### src/rtl/muldiv_defines.vh
// Register map, field positions, op codes and cycle counts of the multiply/divide unit
`ifndef MULDIV_DEFINES_VH
`define MULDIV_DEFINES_VH

// Register indices on the plain register port
`define MULDIV_A_BYTE0 3'h0
`define MULDIV_A_BYTE1 3'h1
`define MULDIV_A_BYTE2 3'h2
`define MULDIV_A_BYTE3 3'h3
`define MULDIV_A_BYTE4 3'h4
`define MULDIV_A_BYTE5 3'h5
`define MULDIV_A_CTRL 3'h6

// Control register fields
`define MULDIV_CTL_ERR 7
`define MULDIV_CTL_OV 6
`define MULDIV_CTL_DIR 5
`define MULDIV_CTL_CNT_HI 4
`define MULDIV_CTL_CNT_LO 0
`define MULDIV_CTL_RESET 8'h00

// Sequencer phases
`define MULDIV_PH_IDLE 2'h0
`define MULDIV_PH_LOAD 2'h1
`define MULDIV_PH_BUSY 2'h2
`define MULDIV_PH_RESULT 2'h3

// Operations
`define MULDIV_OP_DIV32 2'h0
`define MULDIV_OP_DIV16 2'h1
`define MULDIV_OP_MUL 2'h2
`define MULDIV_OP_SHNORM 2'h3

// Execution times in clock cycles
`define MULDIV_CYC_DIV32 6'h11
`define MULDIV_CYC_DIV16 6'h09
`define MULDIV_CYC_MUL 6'h0B
`define MULDIV_CYC_SHIFT_BASE 6'h02
`define MULDIV_CYC_NORM_BASE 6'h03
`define MULDIV_CYC_NORM_MIN 6'h04

// Largest product that does not overflow
`define MULDIV_MUL_LIMIT 32'h0000FFFF

`endif

### src/rtl/muldiv_unit.v
// Multiply/divide and shift/normalize co-processor with its register port
`timescale 1ns/1ps
`include "muldiv_defines.vh"

// Summary of operation
// - Writing byte 5 or the control register at the end of loading launches the job.
// - A byte 2 or 3 write during loading selects 32 by 16 division.
// - A byte 4 write selects 16/16 division; a byte 1 write selects 16x16 multiply.
// - Once launched the unit computes alone while the processor keeps running.
// - Division 32/16 takes 17 cycles, 16/16 takes 9, multiplication 11.
// - Shift takes 3 cycles at count 1, up to 18 cycles at count 31.
// - Normalize takes 4 to 19 cycles depending on the shifts done.
// - Quotient in bytes 0-3 or 0-1, remainder 4-5, product or shifted value 0-3.
// - Result bytes read in any order; byte 5 or byte 3 read ends the job.
// - Normalize shifts left until byte 3 bit 7 is one, storing the shift number.
// - Control bit 5 picks shift direction, bits 4-0 the count, never zero for shifts.
// - Shifting fills vacated bits with zeros at the top or the bottom.
// - Error detection arms on byte 0 write, disarms on the final result read.
// - Any register write during execution sets the error flag and interrupts the job.
// - Operand reads during execution with detection armed set error, job continues.
// - Error flag is read-only and clears only when the control register is read.
// - Overflow on divide by zero, product above FFFFh, or normalize of set top bit.
// - Other operations clear overflow; software writes never change it.
// - Control: bit 6 overflow, bit 5 direction, bits 4-0 count, zero means normalize.
module muldiv_unit (
   input wire clk_sys, // System clock
   input wire rst_b, // Asynchronous reset, active low
   input wire [2:0] addr, // Register index
   input wire [7:0] wr_data, // Write data
   input wire wr_en, // Write strobe
   input wire rd_en, // Read strobe
   output reg [7:0] rd_data, // Read data, valid the cycle after rd_en
   output wire busy // High while a calculation executes
);

   // Bus decode
   wire wr_op;
   wire wr_ctl;
   wire rd_op;
   wire rd_ctl;
   wire wr_any;
   wire wr_first;
   wire in_load;
   wire in_busy;
   wire in_result;
   wire launch;
   wire done;
   wire final_rd;
   wire set_err;
   wire [2:0] final_addr;

   // Operand views and arithmetic
   wire [47:0] opb_flat;
   wire [31:0] val32;
   wire [15:0] num1;
   wire [15:0] num2;
   wire [31:0] prod;
   wire [31:0] quo32;
   wire [31:0] rem32;
   wire [15:0] quo16;
   wire [15:0] rem16;
   wire [4:0] lz;
   wire [5:0] count_half;
   wire [5:0] lz_half;

   // Sequencer state
   reg [1:0] phase_r;
   reg [1:0] phase_nxt;
   reg [1:0] op_r;
   reg seen_hi_r;
   reg seen_mul_r;
   reg [5:0] cnt_r;
   reg [5:0] cnt_nxt;

   // Control fields and flags
   reg armed_r;
   reg err_r;
   reg ov_r;
   reg dir_r;
   reg [4:0] count_r;

   // Combinational helpers
   reg [47:0] res_nxt;
   reg ov_nxt;
   reg [5:0] launch_cnt;
   reg [1:0] launch_op;
   reg [7:0] rd_nxt;

   genvar g;

   // Unmapped index 7 is neither written nor counted as a register access
   assign wr_op = wr_en && (addr <= `MULDIV_A_BYTE5);
   assign wr_ctl = wr_en && (addr == `MULDIV_A_CTRL);
   assign rd_op = rd_en && (addr <= `MULDIV_A_BYTE5);
   assign rd_ctl = rd_en && (addr == `MULDIV_A_CTRL);
   assign wr_any = wr_op || wr_ctl;
   assign wr_first = wr_op && (addr == `MULDIV_A_BYTE0);

   assign in_load = (phase_r == `MULDIV_PH_LOAD);
   assign in_busy = (phase_r == `MULDIV_PH_BUSY);
   assign in_result = (phase_r == `MULDIV_PH_RESULT);

   assign launch = in_load && (wr_ctl || (wr_op && (addr == `MULDIV_A_BYTE5)));
   // A write in the last busy cycle aborts, so no result may land then
   assign done = in_busy && (cnt_r == 6'h01) && !wr_any;

   assign final_addr = ((op_r == `MULDIV_OP_DIV32) || (op_r == `MULDIV_OP_DIV16)) ?
      `MULDIV_A_BYTE5 : `MULDIV_A_BYTE3;
   assign final_rd = rd_op && in_result && (addr == final_addr);

   // Writes always disturb a run; reads only while detection is armed
   assign set_err = (in_busy && wr_any) || (in_busy && rd_op && armed_r);

   assign busy = in_busy;

   // Operand byte storage, one register per byte
   generate
      for (g = 0; g < 6; g = g + 1) begin : g_opb
         localparam [2:0] IDX = g;
         reg [7:0] byte_r;
         always @(posedge clk_sys or negedge rst_b) begin
            if (!rst_b) begin
               byte_r <= 8'h00;
            end else if (wr_op && (addr == IDX)) begin
               byte_r <= wr_data;
            end else if (done) begin
               byte_r <= res_nxt[8 * g +: 8];
            end
         end
         assign opb_flat[8 * g +: 8] = byte_r;
      end
   endgenerate

   assign val32 = opb_flat[31:0];
   assign num1 = opb_flat[15:0];
   assign num2 = opb_flat[47:32];

   // Single-cycle arithmetic; the run counter only paces the answer
   assign prod = num1 * num2;
   assign quo32 = val32 / num2;
   assign rem32 = val32 % num2;
   assign quo16 = num1 / num2;
   assign rem16 = num1 % num2;

   assign lz = lead_zeros(val32);
   assign count_half = ({1'b0, wr_data[4:0]} + 6'h01) >> 1;
   assign lz_half = ({1'b0, lz} + 6'h01) >> 1;

   // Count of leading zeros; an all-zero value stops at the field maximum
   function [4:0] lead_zeros;
      input [31:0] v;
      integer i;
      reg found;
      begin
         lead_zeros = 5'h1F;
         found = 1'b0;
         for (i = 31; i >= 0; i = i - 1) begin
            if (!found && v[i]) begin
               lead_zeros = 5'h1F - i[4:0];
               found = 1'b1;
            end
         end
      end
   endfunction

   // Operation chosen by the load order, and its run length
   always @* begin
      launch_op = `MULDIV_OP_DIV16;
      launch_cnt = `MULDIV_CYC_DIV16;
      if (wr_ctl) begin
         launch_op = `MULDIV_OP_SHNORM;
         if (wr_data[4:0] != 5'h00) begin
            launch_cnt = `MULDIV_CYC_SHIFT_BASE + count_half;
         end else if (lz_half == 6'h00) begin
            launch_cnt = `MULDIV_CYC_NORM_MIN;
         end else begin
            launch_cnt = `MULDIV_CYC_NORM_BASE + lz_half;
         end
      end else if (seen_hi_r) begin
         launch_op = `MULDIV_OP_DIV32;
         launch_cnt = `MULDIV_CYC_DIV32;
      end else if (seen_mul_r) begin
         launch_op = `MULDIV_OP_MUL;
         launch_cnt = `MULDIV_CYC_MUL;
      end
   end

   // Result and overflow computed from the held operands at completion
   always @* begin
      res_nxt = opb_flat;
      ov_nxt = 1'b0;
      case (op_r)
         `MULDIV_OP_DIV32: begin
            if (num2 == 16'h0000) begin
               ov_nxt = 1'b1;
            end else begin
               res_nxt[31:0] = quo32;
               res_nxt[47:32] = rem32[15:0];
            end
         end
         `MULDIV_OP_DIV16: begin
            if (num2 == 16'h0000) begin
               ov_nxt = 1'b1;
            end else begin
               res_nxt[15:0] = quo16;
               res_nxt[47:32] = rem16;
            end
         end
         `MULDIV_OP_MUL: begin
            res_nxt[31:0] = prod;
            ov_nxt = (prod > `MULDIV_MUL_LIMIT);
         end
         `MULDIV_OP_SHNORM: begin
            if (count_r == 5'h00) begin
               res_nxt[31:0] = val32 << lz;
               ov_nxt = val32[31];
            end else if (dir_r) begin
               res_nxt[31:0] = val32 >> count_r;
            end else begin
               res_nxt[31:0] = val32 << count_r;
            end
         end
         default: begin
            ov_nxt = 1'b0;
         end
      endcase
   end

   // Phase sequencer
   always @* begin
      phase_nxt = phase_r;
      case (phase_r)
         `MULDIV_PH_IDLE: begin
            if (wr_first) begin
               phase_nxt = `MULDIV_PH_LOAD;
            end
         end
         `MULDIV_PH_LOAD: begin
            if (wr_first) begin
               phase_nxt = `MULDIV_PH_LOAD;
            end else if (launch) begin
               phase_nxt = `MULDIV_PH_BUSY;
            end
         end
         `MULDIV_PH_BUSY: begin
            // A byte 0 write mid-run is also a restart of loading
            if (wr_first) begin
               phase_nxt = `MULDIV_PH_LOAD;
            end else if (wr_any) begin
               phase_nxt = `MULDIV_PH_IDLE;
            end else if (cnt_r == 6'h01) begin
               phase_nxt = `MULDIV_PH_RESULT;
            end
         end
         `MULDIV_PH_RESULT: begin
            if (wr_first) begin
               phase_nxt = `MULDIV_PH_LOAD;
            end else if (final_rd) begin
               phase_nxt = `MULDIV_PH_IDLE;
            end
         end
         default: begin
            phase_nxt = `MULDIV_PH_IDLE;
         end
      endcase
   end

   // Run counter; reads never stop it
   always @* begin
      cnt_nxt = cnt_r;
      if (launch) begin
         cnt_nxt = launch_cnt;
      end else if (in_busy && wr_any) begin
         cnt_nxt = 6'h00;
      end else if (in_busy) begin
         cnt_nxt = cnt_r - 6'h01;
      end
   end

   always @(posedge clk_sys or negedge rst_b) begin
      if (!rst_b) begin
         phase_r <= `MULDIV_PH_IDLE;
         cnt_r <= 6'h00;
      end else begin
         phase_r <= phase_nxt;
         cnt_r <= cnt_nxt;
      end
   end

   // Operation latched at launch
   always @(posedge clk_sys or negedge rst_b) begin
      if (!rst_b) begin
         op_r <= `MULDIV_OP_DIV16;
      end else if (launch) begin
         op_r <= launch_op;
      end
   end

   // Load-order memory; the later of byte 1 and byte 4 picks the 16-bit job
   always @(posedge clk_sys or negedge rst_b) begin
      if (!rst_b) begin
         seen_hi_r <= 1'b0;
         seen_mul_r <= 1'b0;
      end else if (wr_first) begin
         seen_hi_r <= 1'b0;
         seen_mul_r <= 1'b0;
      end else if (in_load && wr_op) begin
         if ((addr == `MULDIV_A_BYTE2) || (addr == `MULDIV_A_BYTE3)) begin
            seen_hi_r <= 1'b1;
         end
         if (addr == `MULDIV_A_BYTE1) begin
            seen_mul_r <= 1'b1;
         end else if (addr == `MULDIV_A_BYTE4) begin
            seen_mul_r <= 1'b0;
         end
      end
   end

   // Error detection arming
   always @(posedge clk_sys or negedge rst_b) begin
      if (!rst_b) begin
         armed_r <= 1'b0;
      end else if (wr_first) begin
         armed_r <= 1'b1;
      end else if (final_rd) begin
         armed_r <= 1'b0;
      end
   end

   // Error flag; setting event wins over the clearing read
   always @(posedge clk_sys or negedge rst_b) begin
      if (!rst_b) begin
         err_r <= 1'b0;
      end else if (set_err) begin
         err_r <= 1'b1;
      end else if (rd_ctl) begin
         err_r <= 1'b0;
      end
   end

   // Overflow moves only on completion; an aborted run leaves it alone
   always @(posedge clk_sys or negedge rst_b) begin
      if (!rst_b) begin
         ov_r <= 1'b0;
      end else if (done) begin
         ov_r <= ov_nxt;
      end
   end

   // Direction and count fields
   always @(posedge clk_sys or negedge rst_b) begin
      if (!rst_b) begin
         dir_r <= 1'b0;
         count_r <= 5'h00;
      end else if (wr_ctl) begin
         dir_r <= wr_data[`MULDIV_CTL_DIR];
         count_r <= wr_data[`MULDIV_CTL_CNT_HI:`MULDIV_CTL_CNT_LO];
      end else if (done && (op_r == `MULDIV_OP_SHNORM) && (count_r == 5'h00)) begin
         count_r <= lz;
      end
   end

   // Read data; flags show their value before a clearing read
   always @* begin
      rd_nxt = 8'h00;
      if (rd_ctl) begin
         rd_nxt = {err_r, ov_r, dir_r, count_r};
      end else if (rd_op) begin
         rd_nxt = opb_flat[8 * addr +: 8];
      end
   end

   always @(posedge clk_sys or negedge rst_b) begin
      if (!rst_b) begin
         rd_data <= 8'h00;
      end else begin
         rd_data <= rd_nxt;
      end
   end

endmodule // muldiv_unit

### config.mk
export PLATFORM = sky130hd
export DESIGN_NAME = muldiv_unit
export DESIGN_NICKNAME = d
export VERILOG_FILES = /design/src/rtl/muldiv_unit.v
export VERILOG_INCLUDE_DIRS = /design/src /design/src/rtl
export SDC_FILE = /design/constraint.sdc
export NUM_CORES = 2
export LEC_CHECK = 0
export BUFFER_PORTS_ARGS = -buffer_cell sky130_fd_sc_hd__buf_2
export CAP_MARGIN = 15
export CORE_MARGIN = 10
export CORE_UTILIZATION = 48
export CTS_CLUSTER_SIZE = 30
export DETAILED_ROUTE_END_ITERATION = 10
export PLACE_DENSITY = 0.73
export SYNTH_ARGS = -nofsm -noshare
export SYNTH_HDL_FRONTEND = slang
export SYNTH_SLANG_ARGS = --single-unit
### constraint.sdc
create_clock -name clk_sys -period 158.8 [get_ports clk_sys]
set_input_delay 15.88 -clock clk_sys [delete_from_list [all_inputs] [get_ports clk_sys]]
set_output_delay 15.88 -clock clk_sys [all_outputs]
set_load 0.05 [all_outputs]
* After elaboration in Yosys (flattened, before gate mapping)
Cells that the tools add are included.
Cells by class: add/sub/neg operators 5, multipliers 1, div/mod/pow operators 4, order comparisons 2, equal/unequal tests 28, shift-type cells 4, multiplexer cells 122, reduce and logical (&&, ||, !) cells 123
Operator list (number):
- $mux 5 | 35
- $mux 8 | 14
- $mux 32 | 2
- $pmux 16 s4 | 1
- $shl 32x5->32 | 2
- $logic_and 1x1->1 | 52
- $mux 48 | 1
- $pmux 16 s3 | 1
- $shiftx 48x7->8 | 1
- $mux 1 | 44
- $mux 6 | 6
- $div 32x16->32 | 1
- $gt 32x16->1 const B | 1
- $logic_not 1->1 | 32
- $mod 32x16->32 | 1
- $mul 16x16->32 | 1
- $mux 16 | 2
- $pmux 16 s2 | 1
- $shr 32x5->32 | 1
- $ne 3x3->1 const B | 10
- $mux 2 | 12
- $reduce_bool 2->1 | 11
- $div 16x16->16 | 1
- $logic_not 16->1 | 1
- other kinds (30) | 55
Word-level totals: register bits after elaboration 77, bits of input ports 15, output and inout port bits 9, logic and storage cells 306

* Logic depth before layout (Yosys ltp)
word-level depth 100, mapped depth 474, depth with buffers taken out 435

* Worst setup path before layout
Ideal clock, no wire load.
path type reg-to-reg, start register g_opb[4].byte_r[0], end register g_opb[0].byte_r[0], library setup time 0.138 ns, arrival time 93.155 ns, data required time 158.662 ns, setup slack 65.507 ns, stages on the path, launching flop included 455, buffers on the path 48, clock period less this slack 93.293 ns, path through dfrtp_1 clkbuf_1 inv_1 ha_1 o21ba_2 a21oi_1 a31oi_1 ha_1 or4b_2 o211ai_1 nor3_1 or2_2 ha_1 o21a_1 o211a_1 nor3_1 nor2_1 ha_1 [... 419 more ...] nor2b_1 o21ai_0 nand2b_1 a21oi_1 nor2b_1 o21ai_0 nand2b_1 a21oi_1 nor2b_1 o21ai_0 nand2b_1 a21oi_1 nor2b_1 o21ai_0 o2111ai_1 or4_1 nor2_1 a22oi_1
On the way: longest elaborated chain between the ends 5, elaborated cells on any way between the ends 12, those cells by class mul (1); div (2); eq/ne (2); mux (5); reduce/logical (2)
Ends and longest elaborated chain:
- start, declared | line muldiv_unit.v:120 | reg [7:0] byte_r;
- start signal, assigned | line muldiv_unit.v:125 | byte_r <= wr_data;
- start signal, assigned | line muldiv_unit.v:127 | byte_r <= res_nxt[8 * g +: 8];
- $div 32x16->32 / $div 16x16->16 (equally long branches) | line muldiv_unit.v:140, muldiv_unit.v:142
- $mux 48 / $mux 16 (equally long branches) | line muldiv_unit.v:194, muldiv_unit.v:202
- $pmux 16 s4 | line muldiv_unit.v:192 | case (op_r)
- $mux 8 | line muldiv_unit.v:126 | end else if (done) begin
- $mux 8 | line muldiv_unit.v:124 | end else if (wr_op && (addr == IDX)) begin
- end signal, assigned | line muldiv_unit.v:125
- end signal, assigned | line muldiv_unit.v:127
- end, declared | line muldiv_unit.v:120
Parallel ways exist; a longest one is shown, timed or not. The select of a mux whose other input is x is not followed. A chain may end at the register's enable or synchronous reset.

* Worst setup path in the final report
start register g_opb[5].byte_r[6], end register g_opb[5].byte_r[7]
On the way: longest elaborated chain between the ends 5, elaborated cells on any way between the ends 11, those cells by class div (2); eq/ne (2); mux (5); reduce/logical (2)
Ends and longest elaborated chain (line):
- start, declared | muldiv_unit.v:120
- start signal, assigned | muldiv_unit.v:125
- start signal, assigned | muldiv_unit.v:127
- $mod 32x16->32 / $mod 16x16->16 (equally long branches) | muldiv_unit.v:141, muldiv_unit.v:143
- $mux 48 / $mux 16 (equally long branches) | muldiv_unit.v:194, muldiv_unit.v:202
- $pmux 16 s2 | muldiv_unit.v:192
- $mux 8 | muldiv_unit.v:126
- $mux 8 | muldiv_unit.v:124
Parallel ways exist; a longest one is shown, timed or not. The select of a mux whose other input is x is not followed.

==> summary.txt <==
Global route
  – Total grt overflow: 0
  – Total GRT Usage: 31.5%
  – Number of global-route vias before repair: 68.9k
  – Largest net degree at the start of global routing: 79
  – Initial antenna violation count: 21
  – First-pass GRT wire length: around 400 mm

Timing
  – Clk_skew: about 33 ps
  – Tmin final: 105470 ps
  – Max-Slew Margin vs Limit: a little over a fifth
  – Unrepaired setup endpoints after global routing: false
  – Fmax: around 0.0095 GHz
  – Max-slew violations: 0
  – Setup-failing EPs final: 0
  – Least-Margin Pin Slew: 1170 ps
  – Tcrit/Tclk final: around 66%
  – Final count of hold timing violations: 0
  – Final TNS setup: 0 ps

Detailed routing
  – DRC viols: 0
  – Post-detailed-route count of antenna-violating nets: 0
  – Drt wl/cell: between 20 and 25 um
  – Via count: ~74k
  – Via density: 6.77
  – TritonRoute pass-1 iters: 8
  – Drt total wl: between 200 and 300 mm
  – First DRT Iteration DRCs: 8614

Cells and area
  – Commonest non-fill, non-tap cell in the layout: ha_1
  – Share of cells above drive strength 1: 7.55%
  – Final std cells w/o fill: 10.9k
  – Fillers: 13.5k
  – Most frequent cells in the layout: ha_1 (1031), nand2_1 (907), nor2_1 (875)
  – # nets final: 10.3k
  – Synth-to-layout area growth: 3.65%

Synthesis
  – Synth unique cells: roughly 130
  – Post-synth ARST share: 100%
  – Synthesized netlist cell count: 9273
  – Post-synth EDFFs: 0
  – Mapped Avg Cell Area: 7.18 um^2
  – Seq/Total Area, Yosys: between 2 and 3%
  – Synth Register Bits: 77
  – Post-synth top area cell: ha_1
  – Synthesized Nets: 10.5k
  – Largest cells by area after synthesis: ha_1 (19%), o21a_1 (6.1%), fa_1 (5.9%), nand2_1 (5.1%), nor2_1 (4.9%)
  – Synthesized area: 66600 um^2
  – Synth Flop Type: dfrtp_1
  – Synthesis Warnings: 0
  – Area share of the largest cell type after synthesis: between 10% and 20%

Critical path
  – Critical Path RT: 159020 ps
  – CP Max Fanout: 31
  – CP endpoint kind: flop
  – Crit-path max cell delay: 1000 ps
  – CP dominant cell by count: o21a_1
  – Crit path max-delay cell type: nor4_4
  – CP Launch Type: flop
  – Critical path type: reg2reg
  – CP Data Arrival Time: roughly 110000 ps

Floorplanning
  – I/O pins: 24
  – Starting Density: 48.4%
  – Core Area: between 100000 and 150000 um^2
  – Die Width: 393 um
  – Die ar.: about 150000 um^2
  – Row cnt: 136
  – Die Y: 393 um

Status
  – Outcome: finished clean

Worst hold path
  – Worst hold path type: reg2reg

Clocking
  – Max Buffers Root-to-Sink: 2
  – Worst-Skew Late Latency: 420 ps
  – Root Driver: clkbuf_16
  – Clk pin slew, worst setup/hold paths: 80 ps
  – Post-CTS setup repair buffer count: 0
  – CTS Hold Bufs: 0
  – CTS tree: done
  – Post_cts resized: 0
  – Clock buffer count from CTS: 9
  – CTS H-tree lvls: 3
  – Sinks on Clock Net: 77

Place
  – Post-DP HPWL: 198 mm
  – Dpl cells: 10.8k
  – Routability Congestion: 1.06
  – Buffers on Ports: 23

Job
  – Maxcap violations: 0
## cells by family (layout without fill, tap and decap cells)
logic type / count (synthesis) / count (layout) / share of synthesized area, %
AND/OR/NAND/NOR: 3336 / 3336 / 24.1
buffers and inverters: 840 / 624 / 4.82
other: 0 / 8 / 0
AO/OA/AOI/OAI: 2971 / 2971 / 30.5
adder cells (fa/ha/maj): 1226 / 1226 / 25.2
flip-flops: 77 / 77 / 2.89
XOR/XNOR: 379 / 379 / 4.99
multiplexers: 444 / 444 / 7.55
## layer usage
metal	part of all wire (%)	global-route usage, %
met5	0.080	0.188
met4	7.1	18.4
met1	41	41.1
met3	12	8.19
met2	41	46.6
## through the flow
stage	setup WS (ps)	hold WS (ps)	util, %	area [um^2]
after CTS	54780	515	50.1	69000
final	53330	522	50.2	69100
after global routing	45910	544	50.1	69000
after detailed placement	55290	496	49.9	68700
after floorplan	65510	447	-	66600
after global placement	55560	470	49.9	68700
## critical path, delay by kind of cell, from the launching register on
kind,cells,cell delay (ps)
AOI/OAI and AO/OA,275,64040
and+or+nand+nor,86,24480
adders and majority gates,31,10240
buffers and inverters,14,3030
muxes,7,2760
DFF,1,360
## registers in the layout, indices dropped and copies added (netlist names), 2 cells and up
register	count
cnt_r	6
count_r	5
g_opb.byte_r	48
op_r	2
phase_r	2
rd_data	8
## layout make-up
type                       instances  area [um^2]  share of cell area (%)
timing repair buffer             188         1370                    1.98
multi-input combinational       8356        61600                    89.1
clock buffer                       9          225                   0.326
clock inverter                     7          104                   0.150
tap                             1794         2240                    3.25
sequential                        77         1930                    2.80
inverter                         420         1600                    2.32
antenna                            8         20.0                  0.0290
## synthesized netlist by cell type (34+ instances only)
cell type,count
o22ai_1,49
ha_1,1031
dfrtp_1,76
xor2_1,127
a21oi_1,606
o21a_1,540
nand2b_1,104
or3_1,81
buf_1,62
a22oi_1,40
a211o_1,34
o31ai_1,257
a31oi_1,86
and3_1,61
nor4_1,51
nand3_1,139
o21bai_1,50
o21ai_0,452
a21o_1,194
mux2i_1,236
nor2b_1,76
and2_1,89
a211oi_1,84
nor3_1,584
o211ai_1,110
mux2_2,173
nand4_1,85
inv_1,407
or2_2,118
nor2_1,876
xnor2_1,251
clkbuf_1,321
o21ai_1,45
nand2_1,907
fa_1,195
## path summary, 6_finish.rpt
| path | startpoint | endpoint | slack, ps | depth (start not counted) |
|---|---|---|---|---|
| min in group asynchronous | rst_b | rd_data[4]$_DFF_PN0_ | 15450 | 1 |
| worst min register to register | cnt_r[4]$_DFFE_PN0P_ | cnt_r[4]$_DFFE_PN0P_ | 520 | 2 |
| worst max register to register | g_opb[5].byte_r[6]$_DFFE_PN0P_ | g_opb[5].byte_r[7]$_DFFE_PN0P_ | 53330 | 413 |
| max in group asynchronous | rst_b | g_opb[4].byte_r[3]$_DFFE_PN0P_ | 142180 | 2 |
| worst max-delay path | g_opb[5].byte_r[6]$_DFFE_PN0P_ | g_opb[5].byte_r[7]$_DFFE_PN0P_ | 53330 | 413 |
| worst min-delay path | cnt_r[4]$_DFFE_PN0P_ | cnt_r[4]$_DFFE_PN0P_ | 520 | 2 |
Power is left out: the tool's default activity adds up to more than one toggle a clock period on the data nets, which glitch-free logic cannot reach.
